**src/verilog/fault_routing_pkg.sv**
```systemverilog
`default_nettype none
package fault_routing_pkg;
   // ********************************************
   // Bus geometry and register map
   // ********************************************
   localparam int ADDR_W = 12;
   localparam int DATA_W = 32;
   localparam int ENGINES = 4;
   localparam int MODULES = 4;
   localparam int DIG_CMP = 4;
   localparam int ANA_CMP = 7;
   localparam int EXT_PINS = 4;
   localparam int ERROR_ADC_W = 9;
   localparam int CNT_W = 4;
   // Event vector layout
   localparam int EV_DIG = 0;
   localparam int EV_ANA = EV_DIG + DIG_CMP;
   localparam int EV_EXT = EV_ANA + ANA_CMP;
   localparam int EV_PWM = EV_EXT + EXT_PINS;
   localparam int PWM_EV = 5;
   localparam int EV_CLK = EV_PWM + PWM_EV;
   localparam int EV_DCM = EV_CLK + 2;
   localparam int EVENTS = EV_DCM + 1;
   // Module order inside an engine
   localparam int MOD_CYCLE_BY_CYCLE = 0;
   localparam int MOD_AB = 1;
   localparam int MOD_A = 2;
   localparam int MOD_B = 3;
   // Registers: byte addresses
   localparam logic [ADDR_W-1:0] REG_CTRL = 12'h000;
   localparam logic [ADDR_W-1:0] REG_STATUS = 12'h004;
   localparam logic [ADDR_W-1:0] REG_IRQ_STAT = 12'h008;
   localparam logic [ADDR_W-1:0] REG_IRQ_MASK = 12'h00c;
   localparam logic [ADDR_W-1:0] REG_EXT_CFG = 12'h010;
   localparam logic [ADDR_W-1:0] REG_PWM_CFG = 12'h014;
   localparam logic [ADDR_W-1:0] REG_ANA_CFG = 12'h018;
   localparam logic [ADDR_W-1:0] REG_DIG_BASE = 12'h040;
   localparam logic [ADDR_W-1:0] REG_ROUTE_BASE = 12'h080;
   localparam logic [ADDR_W-1:0] REG_LIMIT_BASE = 12'h0c0;
   localparam int ROUTE_REGS = ENGINES * MODULES;
   // Digital comparator register fields
   localparam int DIG_EN_BIT = 16;
   localparam int DIG_ABOVE_BIT = 17;
   // External pin config fields: enable low nibble, polarity from bit 8
   localparam int EXT_POL_LSB = 8;
   localparam logic [DATA_W-1:0] RESET_ZERO = 32'h0000_0000;
   // Bus answer
   typedef struct packed {
      logic [DATA_W-1:0] rdata;
      logic err;
   } bus_answer_t;
   // Per-engine inputs
   typedef struct packed {
      logic channel_enable;
      logic cycle_start;
      logic pcm_trip;
   } engine_ctrl_t;
endpackage
`default_nettype wire

```
**src/verilog/fault_routing_protection.sv**
```systemverilog
// Operation
// Four identical fault modules per engine
// Immediate detection, once per switching cycle
// Flag when consecutive faults exceed limit
// Fault-free cycle returns counter to zero
// Flag holds until channel enable low; the code also clears it when the global fault enable is low
// Enable low clears all four flags
// One global fault enable gates all; the code gates the fault modules only, and pcm_trip truncation is not gated
// One cycle-by-cycle block per engine
// Cycle-by-cycle block reacts to peak current
// Asserted fault shuts its PWM output
// Each fault input ORs selected events
// One source routable to many engines
// Four error ADC threshold comparators
// Seven fast analog comparator events
// External pins programmable as sources
// Five PWM-derived fault events
// High and low oscillator failure events
// Discontinuous conduction detector event
`default_nettype none
module fault_routing_protection (
   // Clock and reset
   input wire logic SYS_CLK_IN,
   input wire logic RST_B_IN,
   // APB slave
   input wire logic PSEL_IN,
   input wire logic PENABLE_IN,
   input wire logic PWRITE_IN,
   input wire logic [fault_routing_pkg::ADDR_W-1:0] PADDR_IN,
   input wire logic [fault_routing_pkg::DATA_W-1:0] PWDATA_IN,
   output logic [fault_routing_pkg::DATA_W-1:0] PRDATA_OUT,
   output logic PREADY_OUT,
   output logic PSLVERR_OUT,
   // Fault sources
   input wire logic [fault_routing_pkg::ENGINES*fault_routing_pkg::ERROR_ADC_W-1:0] ERROR_ADC_IN,
   input wire logic [fault_routing_pkg::ANA_CMP-1:0] ANALOG_CMP_IN,
   input wire logic [fault_routing_pkg::EXT_PINS-1:0] EXT_FAULT_PIN_IN,
   input wire logic [fault_routing_pkg::PWM_EV-1:0] PWM_EVENT_IN,
   input wire logic HF_OSC_FAIL_IN,
   input wire logic LF_OSC_FAIL_IN,
   input wire logic DCM_DETECT_IN,
   // PWM engines
   input wire fault_routing_pkg::engine_ctrl_t [fault_routing_pkg::ENGINES-1:0] ENGINE_IN,
   output logic [fault_routing_pkg::ENGINES-1:0] SHUTDOWN_A_OUT,
   output logic [fault_routing_pkg::ENGINES-1:0] SHUTDOWN_B_OUT,
   output logic [fault_routing_pkg::ENGINES-1:0] CYCLE_BY_CYCLE_TRUNC_OUT,
   output logic [fault_routing_pkg::ENGINES*fault_routing_pkg::MODULES-1:0] FAULT_FLAG_OUT,
   // Interrupt
   output logic IRQ_OUT
);
   // Short local names for package sizes
   localparam int NE = fault_routing_pkg::ENGINES;
   localparam int NM = fault_routing_pkg::MODULES;
   localparam int NV = fault_routing_pkg::EVENTS;
   localparam int NF = NE * NM;
   localparam int CW = fault_routing_pkg::CNT_W;
   localparam int DW = fault_routing_pkg::DATA_W;
   localparam int AW = fault_routing_pkg::ADDR_W;
   localparam int EW = fault_routing_pkg::ERROR_ADC_W;

   // ********************************************
   // Pin synchronisers
   // ********************************************
   localparam int NPIN = fault_routing_pkg::ANA_CMP + fault_routing_pkg::EXT_PINS + 3;
   // First and second synchroniser stages
   logic [NPIN-1:0] pin_meta;
   logic [NPIN-1:0] pin_sync;
   // Order: comparators, pins, oscillators, conduction
   wire [NPIN-1:0] pin_raw = {DCM_DETECT_IN, LF_OSC_FAIL_IN, HF_OSC_FAIL_IN, EXT_FAULT_PIN_IN, ANALOG_CMP_IN};

   // Two stages before any logic looks at the pins
   always_ff @(posedge SYS_CLK_IN or negedge RST_B_IN) begin
      if (!RST_B_IN) begin
         pin_meta <= '0;
         pin_sync <= '0;
      end else begin
         pin_meta <= pin_raw;
         pin_sync <= pin_meta;
      end
   end

   // ********************************************
   // Registers
   // ********************************************
   // Global settings and source enables
   logic global_fault_enable;
   logic [NE-1:0] irq_stat;
   logic [NE-1:0] irq_mask;
   logic [fault_routing_pkg::EXT_PINS-1:0] ext_enable;
   logic [fault_routing_pkg::EXT_PINS-1:0] ext_polarity;
   logic [fault_routing_pkg::PWM_EV-1:0] pwm_ev_enable;
   logic [fault_routing_pkg::ANA_CMP-1:0] ana_enable;
   // Digital comparator settings
   logic [EW-1:0] dig_threshold [fault_routing_pkg::DIG_CMP];
   logic [fault_routing_pkg::DIG_CMP-1:0] dig_enable;
   logic [fault_routing_pkg::DIG_CMP-1:0] dig_above;
   // Routing and limit per fault module
   logic [NV-1:0] route [NF];
   logic [CW-1:0] fault_limit [NF];

   // ********************************************
   // APB decode
   // ********************************************
   // Transfer qualifiers
   wire access = PSEL_IN && PENABLE_IN;
   wire wr = access && PWRITE_IN;
   wire rd_setup = PSEL_IN && !PENABLE_IN && !PWRITE_IN;
   // Fixed registers
   wire sel_ctrl = PADDR_IN == fault_routing_pkg::REG_CTRL;
   wire sel_status = PADDR_IN == fault_routing_pkg::REG_STATUS;
   wire sel_istat = PADDR_IN == fault_routing_pkg::REG_IRQ_STAT;
   wire sel_imask = PADDR_IN == fault_routing_pkg::REG_IRQ_MASK;
   wire sel_ext = PADDR_IN == fault_routing_pkg::REG_EXT_CFG;
   wire sel_pwm = PADDR_IN == fault_routing_pkg::REG_PWM_CFG;
   wire sel_ana = PADDR_IN == fault_routing_pkg::REG_ANA_CFG;
   // Offsets into the three register arrays
   wire [AW-1:0] dig_off = PADDR_IN - fault_routing_pkg::REG_DIG_BASE;
   wire [AW-1:0] route_off = PADDR_IN - fault_routing_pkg::REG_ROUTE_BASE;
   wire [AW-1:0] limit_off = PADDR_IN - fault_routing_pkg::REG_LIMIT_BASE;
   // Array hits: word aligned and inside the array
   wire sel_dig = PADDR_IN >= fault_routing_pkg::REG_DIG_BASE && dig_off[1:0] == 2'h0
                  && dig_off[AW-1:2] < (AW-2)'(fault_routing_pkg::DIG_CMP);
   wire sel_route = PADDR_IN >= fault_routing_pkg::REG_ROUTE_BASE && route_off[1:0] == 2'h0
                    && route_off[AW-1:2] < (AW-2)'(NF);
   wire sel_limit = PADDR_IN >= fault_routing_pkg::REG_LIMIT_BASE && limit_off[1:0] == 2'h0
                    && limit_off[AW-1:2] < (AW-2)'(NF);
   // Array indices from the word offsets
   wire [1:0] dig_idx = dig_off[3:2];
   wire [3:0] route_idx = route_off[5:2];
   wire [3:0] limit_idx = limit_off[5:2];
   // Anything else is refused with an error
   wire mapped = sel_ctrl || sel_status || sel_istat || sel_imask || sel_ext || sel_pwm
                 || sel_ana || sel_dig || sel_route || sel_limit;
   // Flags and the read answer
   logic [NF-1:0] fault_flag;
   fault_routing_pkg::bus_answer_t answer;

   // Read mux
   always_comb begin
      answer.rdata = fault_routing_pkg::RESET_ZERO;
      answer.err = !mapped;
      if (sel_ctrl) begin
         answer.rdata = DW'(global_fault_enable);
      end else if (sel_status) begin
         answer.rdata = DW'(fault_flag);
      end else if (sel_istat) begin
         answer.rdata = DW'(irq_stat);
      end else if (sel_imask) begin
         answer.rdata = DW'(irq_mask);
      end else if (sel_ext) begin
         answer.rdata = DW'({ext_polarity, 4'h0, ext_enable});
      end else if (sel_pwm) begin
         answer.rdata = DW'(pwm_ev_enable);
      end else if (sel_ana) begin
         answer.rdata = DW'(ana_enable);
      end else if (sel_dig) begin
         answer.rdata = DW'({dig_above[dig_idx], dig_enable[dig_idx], 7'h00, dig_threshold[dig_idx]});
      end else if (sel_route) begin
         answer.rdata = DW'(route[route_idx]);
      end else if (sel_limit) begin
         answer.rdata = DW'(fault_limit[limit_idx]);
      end
   end

   // Zero wait state slave, read data registered in the setup phase
   assign PREADY_OUT = 1'b1;
   always_ff @(posedge SYS_CLK_IN or negedge RST_B_IN) begin
      if (!RST_B_IN) begin
         PRDATA_OUT <= '0;
      end else if (rd_setup) begin
         PRDATA_OUT <= answer.rdata;
      end
   end
   // Error only in the access phase
   assign PSLVERR_OUT = access && answer.err;

   // Scalar configuration writes
   always_ff @(posedge SYS_CLK_IN or negedge RST_B_IN) begin
      if (!RST_B_IN) begin
         global_fault_enable <= 1'b0;
         irq_mask <= '0;
         ext_enable <= '0;
         ext_polarity <= '0;
         pwm_ev_enable <= '0;
         ana_enable <= '0;
      end else if (wr) begin
         if (sel_ctrl) global_fault_enable <= PWDATA_IN[0];
         if (sel_imask) irq_mask <= PWDATA_IN[NE-1:0];
         if (sel_ext) begin
            ext_enable <= PWDATA_IN[fault_routing_pkg::EXT_PINS-1:0];
            ext_polarity <= PWDATA_IN[fault_routing_pkg::EXT_POL_LSB +: fault_routing_pkg::EXT_PINS];
         end
         if (sel_pwm) pwm_ev_enable <= PWDATA_IN[fault_routing_pkg::PWM_EV-1:0];
         if (sel_ana) ana_enable <= PWDATA_IN[fault_routing_pkg::ANA_CMP-1:0];
      end
   end

   // ********************************************
   // Fault event sources
   // ********************************************
   // One bit per fault event, in package order
   logic [NV-1:0] events;
   genvar d;
   generate
      for (d = 0; d < fault_routing_pkg::DIG_CMP; d++) begin : g_dig
         // Error sample compared by this comparator
         wire [EW-1:0] sample = ERROR_ADC_IN[d*EW +: EW];
         // Threshold registers
         always_ff @(posedge SYS_CLK_IN or negedge RST_B_IN) begin
            if (!RST_B_IN) begin
               dig_threshold[d] <= '0;
               dig_enable[d] <= 1'b0;
               dig_above[d] <= 1'b0;
            end else if (wr && sel_dig && dig_idx == 2'(d)) begin
               dig_threshold[d] <= PWDATA_IN[EW-1:0];
               dig_enable[d] <= PWDATA_IN[fault_routing_pkg::DIG_EN_BIT];
               dig_above[d] <= PWDATA_IN[fault_routing_pkg::DIG_ABOVE_BIT];
            end
         end
         // Crossing above or below the threshold
         assign events[fault_routing_pkg::EV_DIG + d] = dig_enable[d]
            && (dig_above[d] ? sample > dig_threshold[d] : sample < dig_threshold[d]);
      end
   endgenerate

   // Synchronised comparator, pin, clock and conduction events
   assign events[fault_routing_pkg::EV_ANA +: fault_routing_pkg::ANA_CMP] =
      pin_sync[0 +: fault_routing_pkg::ANA_CMP] & ana_enable;
   assign events[fault_routing_pkg::EV_EXT +: fault_routing_pkg::EXT_PINS] =
      (pin_sync[fault_routing_pkg::ANA_CMP +: fault_routing_pkg::EXT_PINS] ^ ext_polarity) & ext_enable;
   assign events[fault_routing_pkg::EV_PWM +: fault_routing_pkg::PWM_EV] = PWM_EVENT_IN & pwm_ev_enable;
   assign events[fault_routing_pkg::EV_CLK] = pin_sync[NPIN-3];
   assign events[fault_routing_pkg::EV_CLK + 1] = pin_sync[NPIN-2];
   assign events[fault_routing_pkg::EV_DCM] = pin_sync[NPIN-1];

   // ********************************************
   // Fault modules, four per engine
   // ********************************************
   genvar f;
   generate
      for (f = 0; f < NF; f++) begin : g_mod
         localparam int ENG = f / NM;
         // Engine controls shared by its four modules
         wire ch_en = ENGINE_IN[ENG].channel_enable;
         wire cyc = ENGINE_IN[ENG].cycle_start;
         wire gated = !ch_en || !global_fault_enable;
         // Any selected event, any engine may pick the same one
         wire fault_in = |(events & route[f]);
         // Seen marks a detection already taken this cycle
         logic seen;
         logic [CW:0] count;
         wire [CW:0] next_count = count + (CW+1)'(1);
         // Counter saturates rather than wrapping to zero
         wire [CW:0] count_max = {1'b1, {CW{1'b1}}};
         wire over_limit = next_count > (CW+1)'(fault_limit[f]);
         // Route and limit registers
         always_ff @(posedge SYS_CLK_IN or negedge RST_B_IN) begin
            if (!RST_B_IN) begin
               route[f] <= '0;
               fault_limit[f] <= '0;
            end else if (wr) begin
               if (sel_route && route_idx == 4'(f)) route[f] <= PWDATA_IN[NV-1:0];
               if (sel_limit && limit_idx == 4'(f)) fault_limit[f] <= PWDATA_IN[CW-1:0];
            end
         end
         // Per-cycle detection and consecutive counter
         always_ff @(posedge SYS_CLK_IN or negedge RST_B_IN) begin
            if (!RST_B_IN) begin
               seen <= 1'b0;
               count <= '0;
               fault_flag[f] <= 1'b0;
            end else if (gated) begin
               seen <= 1'b0;
               count <= '0;
               fault_flag[f] <= 1'b0;
            end else begin
               if (cyc) begin
                  seen <= 1'b0;
                  if (!seen) count <= '0;
               end else if (fault_in && !seen) begin
                  seen <= 1'b1;
                  if (count != count_max) count <= next_count;
                  if (over_limit) fault_flag[f] <= 1'b1;
               end
            end
         end
      end
   endgenerate
   // Flags leave the block as registered
   assign FAULT_FLAG_OUT = fault_flag;

   // ********************************************
   // Engine outputs and cycle-by-cycle block
   // ********************************************
   genvar e;
   generate
      for (e = 0; e < NE; e++) begin : g_eng
         wire [NM-1:0] fl = fault_flag[e*NM +: NM];
         // Set and clear causes of the truncation
         wire trunc_set = ENGINE_IN[e].pcm_trip || fl[fault_routing_pkg::MOD_CYCLE_BY_CYCLE];
         wire trunc_clear = ENGINE_IN[e].cycle_start || !ENGINE_IN[e].channel_enable;
         logic trunc;
         // One cycle-by-cycle block: peak current or its module ends the pulse
         always_ff @(posedge SYS_CLK_IN or negedge RST_B_IN) begin
            if (!RST_B_IN) begin
               trunc <= 1'b0;
            end else if (trunc_clear) begin
               trunc <= 1'b0;
            end else if (trunc_set) begin
               trunc <= 1'b1;
            end
         end
         // Outputs towards the engine
         assign CYCLE_BY_CYCLE_TRUNC_OUT[e] = trunc;
         assign SHUTDOWN_A_OUT[e] = fl[fault_routing_pkg::MOD_A] || fl[fault_routing_pkg::MOD_AB]
                                    || fl[fault_routing_pkg::MOD_CYCLE_BY_CYCLE];
         assign SHUTDOWN_B_OUT[e] = fl[fault_routing_pkg::MOD_B] || fl[fault_routing_pkg::MOD_AB];
      end
   endgenerate

   // ********************************************
   // Interrupt: first flag in an engine that had none
   // ********************************************
   // Any flag of each engine, now and one clock ago
   logic [NE-1:0] any_prev;
   logic [NE-1:0] any_now;
   always_comb begin
      for (int i = 0; i < NE; i++) begin
         any_now[i] = |fault_flag[i*NM +: NM];
      end
   end
   // New flags, software clears and the next status
   wire [NE-1:0] rise = any_now & ~any_prev;
   wire [NE-1:0] clr = (wr && sel_istat) ? PWDATA_IN[NE-1:0] : '0;
   wire [NE-1:0] next_irq_stat = (irq_stat & ~clr) | rise;

   // Sticky bits, set wins over clear
   always_ff @(posedge SYS_CLK_IN or negedge RST_B_IN) begin
      if (!RST_B_IN) begin
         any_prev <= '0;
         irq_stat <= '0;
      end else begin
         any_prev <= any_now;
         irq_stat <= next_irq_stat;
      end
   end
   assign IRQ_OUT = |(irq_stat & irq_mask);
endmodule
`default_nettype wire

```
**config.mk**
```make
export PLATFORM = sky130hd
export DESIGN_NAME = fault_routing_protection
export DESIGN_NICKNAME = d
export VERILOG_FILES = /design/src/verilog/fault_routing_pkg.sv /design/src/verilog/fault_routing_protection.sv
export SDC_FILE = /design/constraint.sdc
export NUM_CORES = 1
export LEC_CHECK = 0
export BUFFER_PORTS_ARGS = -buffer_cell sky130_fd_sc_hd__buf_2
export CAP_MARGIN = 10
export CORE_AREA = 2 2 291 293
export DETAILED_ROUTE_END_ITERATION = 7
export DIE_AREA = 0 0 293 295
export SLEW_MARGIN = 30
export SYNTH_ARGS = -nofsm -noshare
export SYNTH_HDL_FRONTEND = slang
export SYNTH_SLANG_ARGS = --single-unit
```
**constraint.sdc**
```tcl
create_clock -name SYS_CLK_IN -period 3.2 [get_ports SYS_CLK_IN]
set_input_delay 0 -clock SYS_CLK_IN [delete_from_list [all_inputs] [get_ports SYS_CLK_IN]]
set_output_delay 0 -clock SYS_CLK_IN [all_outputs]
set_load 0.1 [all_outputs]
```
After elaboration in Yosys (flattened, before gate mapping). Index checks and enable logic that the tools add are counted. W data, S select, Z words.

Register bits after elaboration: 685. Input bits: 116. Logic and storage cells: 783. Output and inout port bits: 63.

Add/sub/neg operators: 19. $lt $le $gt $ge: 34. Reductions and logical operators: 291. Mux-type cells: 228. Bitwise logic cells: 29. Equal/unequal tests: 75.

Operators by type and width (number): $mux W5 (80); $and A23 B23 Y23 (16); $reduce_or A23 Y1 (16); $mux W32 (8); $mux W1 (126); $reduce_and A3 Y1 (32); $reduce_bool A3 Y1 (32); $bmux W23 S4 (1); $add A5 B1 Y5 const B (16); $gt A5 B4 Y1 (16); $ne A5 B5 Y1 const B (16); $reduce_and A2 Y1 (37); $reduce_bool A2 Y1 (36); $logic_and A1 B1 Y1 (69); $mux W23 (3); $eq A4 B4 Y1 const B (16); $ne A3 B3 Y1 const B (14); $eq A12 B5 Y1 const B (3); $gt A9 B9 Y1 (4); $lt A9 B9 Y1 (4); $logic_or A1 B1 Y1 (33); $eq A4 B3 Y1 const B (8); $eq A12 B4 Y1 const B (2); $ge A12 B8 Y1 const B (2); other kinds (33) (86).

Logic depth before layout (Yosys ltp). Gate-level depths: netlist of run 1.

Depth in word-level cells: 15. Depth in mapped cells: 13. Mapped depth without buffers: 10.

Worst setup path after synthesis of run 1. OpenSTA, ideal clock, no wires.

Path kind: input -> output. Start point: in PADDR_IN[3] in the netlist's numbering. End point: out PSLVERR_OUT. Arrival: 3.470 ns. Required time: 3.200 ns. Setup slack: -0.270 ns. Buffers on the path: 3. Stages on the path: 7. Cell sequence: buf_2 buf_2 buf_2 nand2_1 inv_1 o21ai_0 nor3_1.

Cells in the longest elaborated chain, start to end: 12. Elaborated cells between the ends (all ways): 33. Those cells by class: 3 x add/sub; 6 x order compare; 6 x eq/ne; 18 x reduce/logical.

RTL lines: start: declaration (RTL line fault_routing_protection.sv:29) `input wire logic [fault_routing_pkg::ADDR_W-1:0] PADDR_IN,`; parallel branches: the longest is 9 deep, another holds $sub A12 B7 Y12; $logic_or A1 B1 Y1 * (RTL line fault_routing_protection.sv:133) `|| sel_ana || sel_dig || sel_route || sel_limit;`; $logic_not A1 Y1 * (RTL line fault_routing_protection.sv:141) `answer.err = !mapped;`; $logic_and A1 B1 Y1 * (RTL line fault_routing_protection.sv:175) `assign PSLVERR_OUT = access && answer.err;`; end: declaration (RTL line fault_routing_protection.sv:33) `output logic PSLVERR_OUT,`.

Mark *: on every way between the ends.

Final worst setup path of run 1.
Start point: reg ext_polarity[0] in the netlist's numbering. End point: reg g_mod[1].count[2].

Cells in the longest elaborated chain, start to end: 7.

RTL lines: start: declaration (RTL line fault_routing_protection.sv:90) `logic [fault_routing_pkg::EXT_PINS-1:0] ext_polarity;`; start signal: assignment (RTL line fault_routing_protection.sv:191) `ext_polarity <= PWDATA_IN[fault_routing_pkg::EXT_POL_LSB +: fault_routing_pkg::EXT_PINS];`; $xor A4 B4 Y4 (RTL line fault_routing_protection.sv:230) `(pin_sync[fault_routing_pkg::ANA_CMP +: fault_routing_pkg::EXT_PINS] ^ ext_polarity) & ext_enable;`; $and A4 B4 Y4 (RTL line fault_routing_protection.sv:230); $and A23 B23 Y23 (RTL line fault_routing_protection.sv:248) `wire fault_in = |(events & route[f]);`; $reduce_or A23 Y1 (RTL line fault_routing_protection.sv:248); $logic_and A1 B1 Y1 (RTL line fault_routing_protection.sv:280) `end else if (fault_in && !seen) begin`; $reduce_bool A3 Y1 (no line); $reduce_and A3 Y1 (no line); end signal: assignment (RTL line fault_routing_protection.sv:282) `if (count != count_max) count <= next_count;`; end: declaration (RTL line fault_routing_protection.sv:251) `logic [CW:0] count;`.

No other way between the ends. A chain may end at the register's enable or synchronous reset.

==> results_dict.tcl, run 1 <==
set metrics [dict create \
    hp-start "ANALOG_CMP_IN[4]" \
    synth_top_area_share 0.456 \
    utilization 0.521 \
    dieHeight_um 295 \
    portBuffers 159 \
    slew_headroom 0.348 \
    cellPowerDensity_nw_per_um2 435 \
    placed_cell_area_um2 40000 \
    via_count 29200 \
    clock_sinks 676 \
    r2r-start "ext_polarity[0]" \
    drt_iter0_drc 2878 \
    post-route-period-util 0.992 \
    hold_slack_ns 0.0200 \
    hp-class "in -> reg" \
    max_freq_mhz 315 \
    status "finished clean" \
    place_inst 4393 \
    wirelength_mm 129 \
    wl_per_cell_um 28.1 \
    wl_met1_mm 51.7 \
    ant_nets 0 \
    grt_first_pass_wirelength_mm 192 \
    clockBufferDepth 3 \
    start_util 0.446 \
    cts.reportedPaths.clkPinSlew_ns 0.06 \
    rr_worst_depth 10 \
    hold_viol 0 \
    routed-wl-met2_mm 61.0 \
    clock_skew_ns 0.0323 \
    fin_area_um2 43400 \
    die_w_um 293 \
    cts_max_level 3 \
    synthTopCellsByArea "dfrtp_1 (46%), mux2_2 (12%), mux4_2 (8.7%), ha_1 (4.6%), o21ai_0 (2.3%)" \
    syn_inst 3164 \
    yosys.area.top_type "dfrtp_1" \
    max-cap-violations 0 \
    yosys_warnings 0 \
    grt_max_degree 100 \
    synth_cell_types 83 \
    cts_setup_buffers 0 \
    layout.nets 3700 \
    crit_required_ns 3.72 \
    fin_crit_ns 3.18 \
    clkLatencyLatePin_ns 0.63 \
    grt_pass1_vias 29200 \
    ys_seq_elements 676 \
    worstHoldPathCells 2 \
    cts_tree "built" \
    pwr-share-comb 0.067 \
    wl_met3_mm 9.58 \
    synth_edf_count 0 \
    gp_congestion 0.967 \
    worst_slew_pin_slew_ns 0.976 \
    p_leak_nw 20.9 \
    synth_top_cells_by_count "dfrtp_1 (676), mux2_2 (389), nand2_1 (203)" \
    synth_most_common_cell "dfrtp_1" \
    syn_to_final_growth_pct 16.8 \
    switchingPower_mw 4.67 \
    critPathCaptureType "register" \
    ys_async_sr_fraction 1.00 \
    coreArea_um2 83200 \
    ios 179 \
    p_sw_frac 0.247 \
    top_layer_used "met5" \
    start_kind "register" \
    cts_buffers 77 \
    pwr-share-seq 0.458 \
    critPathKind "reg -> reg" \
    seq_area_frac_synth 0.456 \
    finalMaxSlewViolations 0 \
    num_rows 106 \
    grtUsageTotal 0.297 \
    intPower_mw 14.2 \
    setup_viol 0 \
    drt_pass1_iterations 8 \
    gr-total-overflow 0 \
    post-route-drc-count 0 \
    clkPwrFrac 0.475 \
    holdPathEnd "pin_meta[4]" \
    antenna_found_initial 5 \
    dp_hpwl_mm 93.7 \
    root_buffer "clkbuf_16" \
    worstPathMaxFanout 9 \
    drive_gt1_frac 0.313 \
    reg2reg_to "g_mod[1].count[2]" \
    synth-main-ff-cell "dfrtp_1" \
    die-area_um2 86400 \
    netlist_area_um2 37100 \
    final_cells 4591 \
    viasPerCell 6.37 \
    cp_data_arrival_time_ns 3.70 \
    r2r_slack_ns 0.02 \
    syn_avg_cell_area_um2 11.7 \
    peakVddDrop_mv 0.358 \
]
## metrics by stage
stage          TNS [ns]  total power [mW]  setup slack, ns
4_1_cts               0              19.0          0.00454
3_3_place_gp     -10.98              9.97           -0.531
6_report              0              18.9           0.0248
5_1_grt          -0.191              19.4          -0.0746
2_1_floorplan         0              9.42            0.350
3_5_place_dp      -8.27              9.99           -0.572
## power groups by stage
stage,Clock (mW),Combinational (mW),Sequential (mW)
final,8.96,1.25,8.65
after global routing,9.43,1.34,8.65
after CTS,9.09,1.25,8.64
after detailed placement,0,1.19,8.80
after global placement,0,1.17,8.80
after floorplan,0,0.502,8.91
## timing repair
item	4_1_cts	5_1_grt
resized for setup	18	29
hold endpoints to repair	677	19
setup endpoints to repair	37	87
hold buffers	55	2
pin swaps	0	4
## routing by layer
metal,vias up,GRT usage
met4,6,0.141
li1,12400,-
met1,15000,0.390
met2,1481,0.486
met3,327,0.0467
met5,-,0
## cell families after synthesis
family | synth area share
and+or+nand+nor | 0.113
other | 0.000202
AOI/OAI and AO/OA | 0.112
DFF | 0.456
muxes | 0.220
buffers and inverters | 0.0455
adders and majority gates | 0.0455
xor gates and xnor gates | 0.00920
## worst max-delay path: stages (launching register included)
cell	delay, ns
dfrtp_1	0.45
xor2_1	0.24
buf_4	0.18
and2_1	0.28
a22oi_1	0.31
and4_1	0.29
nand4_1	0.26
buf_4	0.25
a221o_1	0.38
o211a_1	0.26
o211ai_1	0.16
## registers in the layout, summed over array words and instances, names as in the netlist, 5 cells and up
name / flops
pin_meta: 14
ana_enable: 7
g_mod.count: 80
fault_limit: 64
route: 368
pin_sync: 14
g_mod.seen: 16
pwm_ev_enable: 5
PRDATA_OUT: 23
dig_threshold: 36
FAULT_FLAG_OUT: 16
## layout by cell type (no fill, tap or decap), types with 16 or more instances in the layout
cell type and instances:
and3_1 49, nor2b_1 22, buf_12 24, clkbuf_16 79, a22o_1 45, nor2_1 94, nand2b_1 47, nor3_1 36
nand4_1 53, buf_2 151, buf_4 177, mux2_2 389, nor3b_1 23, o21ai_0 169, or3_1 18, dlygate4sd3_1 56
o211ai_1 40, ha_1 135, a221oi_1 27, nand2_1 203, inv_1 149, dfrtp_1 676, a22oi_1 71, a21oi_1 88
nand3_1 124, xnor2_1 18, mux4_2 144, mux2_1 38, xor2_1 21, clkinv_2 16, a211oi_1 16, a222oi_1 22
## how the worst max path moves through the flow
stage / start / endpoint / slack [ns] / cells after the start
5_1_grt: dig_threshold[6] / FAULT_FLAG_OUT[15] / -0.07 / 13
3_3_place_gp: ext_polarity[3] / g_mod[3].count[0] / -0.53 / 12
4_1_cts: ext_polarity[3] / g_mod[2].count[3] / 0.005 / 10
6_report: ext_polarity[0] / g_mod[1].count[2] / 0.02 / 10
2_1_floorplan: dig_threshold[33] / g_mod[12].count[3] / 0.35 / 12
3_5_place_dp: ext_polarity[3] / g_mod[3].count[0] / -0.57 / 12
## layout make-up
class	count	area, um^2
Fill cell	7132	39800
Clock buffer	108	2230
Antenna cell	3	7.51
Multi-Input combinational cell	2133	18800
Sequential cell	676	16900
Tap cell	1080	1350
Clock inverter	30	319
Timing Repair Buffer	412	3190
Inverter	149	559
No activity file was read; power rests on OpenSTA's default activity.
==> run 2, diff against run 1 <==
CORE_AREA = 2 2 308 310   (was 2 2 291 293)
DIE_AREA = 0 0 310 312   (was 0 0 293 295)
PLACE_DENSITY = 0.67   (was not set)
==> run 2 against run 1 <==
Effect of this change: the run now ends with hold timing left; via count decreased by 1.2%; count of clock-buffer cells in the layout decreased by 5; setup slack better by 0.0083 ns; maximum frequency increased by 0.26%; sequential share of layout area decreased by 0.13 points; combinational power about the same; global-route usage shrank 4.4 points; critical endpoint is now g_mod[5].count[3]; largest power group unchanged.
==> results_dict.tcl, run 2 (synthesis results as in run 1) <==
set metrics [dict create \
    status "finished with violations" \
    violations "hold timing" \
    start_util 0.399 \
    gp_congestion 0.977 \
    placed_cell_area_um2 40100 \
    grt_max_degree 87 \
    cts_tree "built" \
    via_count 28900 \
    drt_iter0_drc 3448 \
    crit_chain "and2_1, a22o_1, nor3_1, nand4_1, a311oi_1, buf_4, a41oi_1, nand2b_1, o221ai_1" \
    top_regs "route: 368 flops, g_mod.count: 80 flops, fault_limit: 64 flops" \
    crit_required_ns 3.75 \
    power_mw 19.2 \
    cts_buffers 78 \
    regMostFlops "route" \
    setup_viol 0 \
    clkLatencyLatePin_ns 0.65 \
    wirelength_mm 123 \
    fin_crit_ns 3.17 \
    layout.nets 3693 \
    viasPerCell 6.07 \
    worstPathMaxFanout 9 \
    num_rows 112 \
    gr-total-overflow 0 \
    final_cell_mix "dfrtp_1 (676), mux2_2 (389), nand2_1 (203)" \
    grt_first_pass_wirelength_mm 185 \
    dieHeight_um 312 \
    wl_per_cell_um 25.8 \
    root_buffer "clkbuf_16" \
    portBuffers 159 \
    post-route-drc-count 0 \
    die_w_um 310 \
    hold_viol 2 \
    peakVddDrop_mv 0.341 \
    cts_max_level 3 \
    drive_gt1_frac 0.304 \
    hp-class "in -> async" \
    slew_headroom 0.347 \
    start_kind "register" \
    ant_nets 0 \
    clock_sinks 676 \
    antenna_found_initial 5 \
    clockBufferDepth 3 \
    max_freq_mhz 316 \
    rsz0062_at_grt "false" \
    grtUsageTotal 0.254 \
    largest_reg_flops 368 \
    setup_tns_ns 0 \
    dp_hpwl_mm 89.4 \
    die-area_um2 96700 \
    post-route-period-util 0.990 \
    max-cap-violations 0 \
    layout_commonest_cell "dfrtp_1" \
    cp_data_arrival_time_ns 3.72 \
    coreArea_um2 93000 \
    critPathKind "reg -> reg" \
    max_stage_delay_ns 0.57 \
    cts.reportedPaths.clkPinSlew_ns 0.07 \
    clock_skew_ns 0.0254 \
    worst_slew_pin_slew_ns 0.980 \
    ios 179 \
    p_leak_nw 20.8 \
    slowest_stage "nor3_1" \
    drt_pass1_iterations 8 \
    fin_area_um2 43500 \
    cellPowerDensity_nw_per_um2 441 \
    hold_slack_ns -0.0182 \
    grt_pass1_vias 28500 \
    critPathCaptureType "register" \
    syn_to_final_growth_pct 17.2 \
    finalMaxSlewViolations 0 \
]
[run 2: final cells by class]
type	count	area, um^2
Timing Repair Buffer	404	3170
Multi-Input combinational cell	2133	18600
Antenna cell	2	5.00
Sequential cell	676	16900
Inverter	149	559
Clock buffer	103	2230
Fill cell	8400	49500
Clock inverter	37	443
Tap cell	1254	1570
[run 2: stage by stage]
step,hold slack (ns),utilization,cells,worst slack [ns]
CTS,0.00426,0.466,4753,0.0115
detailed placement,0.0942,0.431,4548,0.00507
floorplan,-0.296,-,3172,0.350
finish,-0.0182,0.468,4758,0.0331
global placement,0.0946,0.431,4548,0.0498
global route,0.00564,0.467,4757,0.00363
[run 2: worst paths after layout]
path | startpoint | to | slack (ns) | cells past startpoint
max | pin_sync[2] | g_mod[5].count[3] | 0.03 | 9
min | RST_B_IN | g_eng[0].trunc | -0.02 | 2
max reg2reg | pin_sync[2] | g_mod[5].count[3] | 0.03 | 9
min reg2reg | pin_meta[13] | pin_sync[13] | 0.34 | 0
max in group asynchronous | RST_B_IN | route[160] | 2.10 | 3
min in group SYS_CLK_IN | EXT_FAULT_PIN_IN[3] | pin_meta[10] | 0.01 | 2
[run 2: timing repair]
action | 4_1_cts | 5_1_grt
setup buffers | 0 | 0
endpoints found under the hold margin | 547 | 61
setup endpoints to repair | 8 | 74
gates cloned | 0 | 0
hold buffers | 65 | 3
resized for setup | 2 | 17
pin swaps | 0 | 0
[run 2: report_power, final]
part,total [mW],internal [mW],leakage [nW],switching (mW)
Sequential,8.65,8.60,8.98,0.0524
Clock,9.30,5.49,1.31,3.81
Combinational,1.25,0.337,10.6,0.911
[run 2: metal layers]
metal  vias up  track usage  wire length [um]
met4         4        0.111              6010
met1     14700        0.340             48700
met2      1514        0.393             56500
met3       297       0.0597             11700
li1      12400            -                 -
met5         -            0                24
[run 2: worst max-delay path: cells and delay by family, from the launching register on]
kind / cells / cell delay [ns]
AOI/OAI and AO/OA: 4 / 1.00
buffers and inverters: 1 / 0.17
DFF: 1 / 0.41
and+or+nand+nor: 4 / 1.48
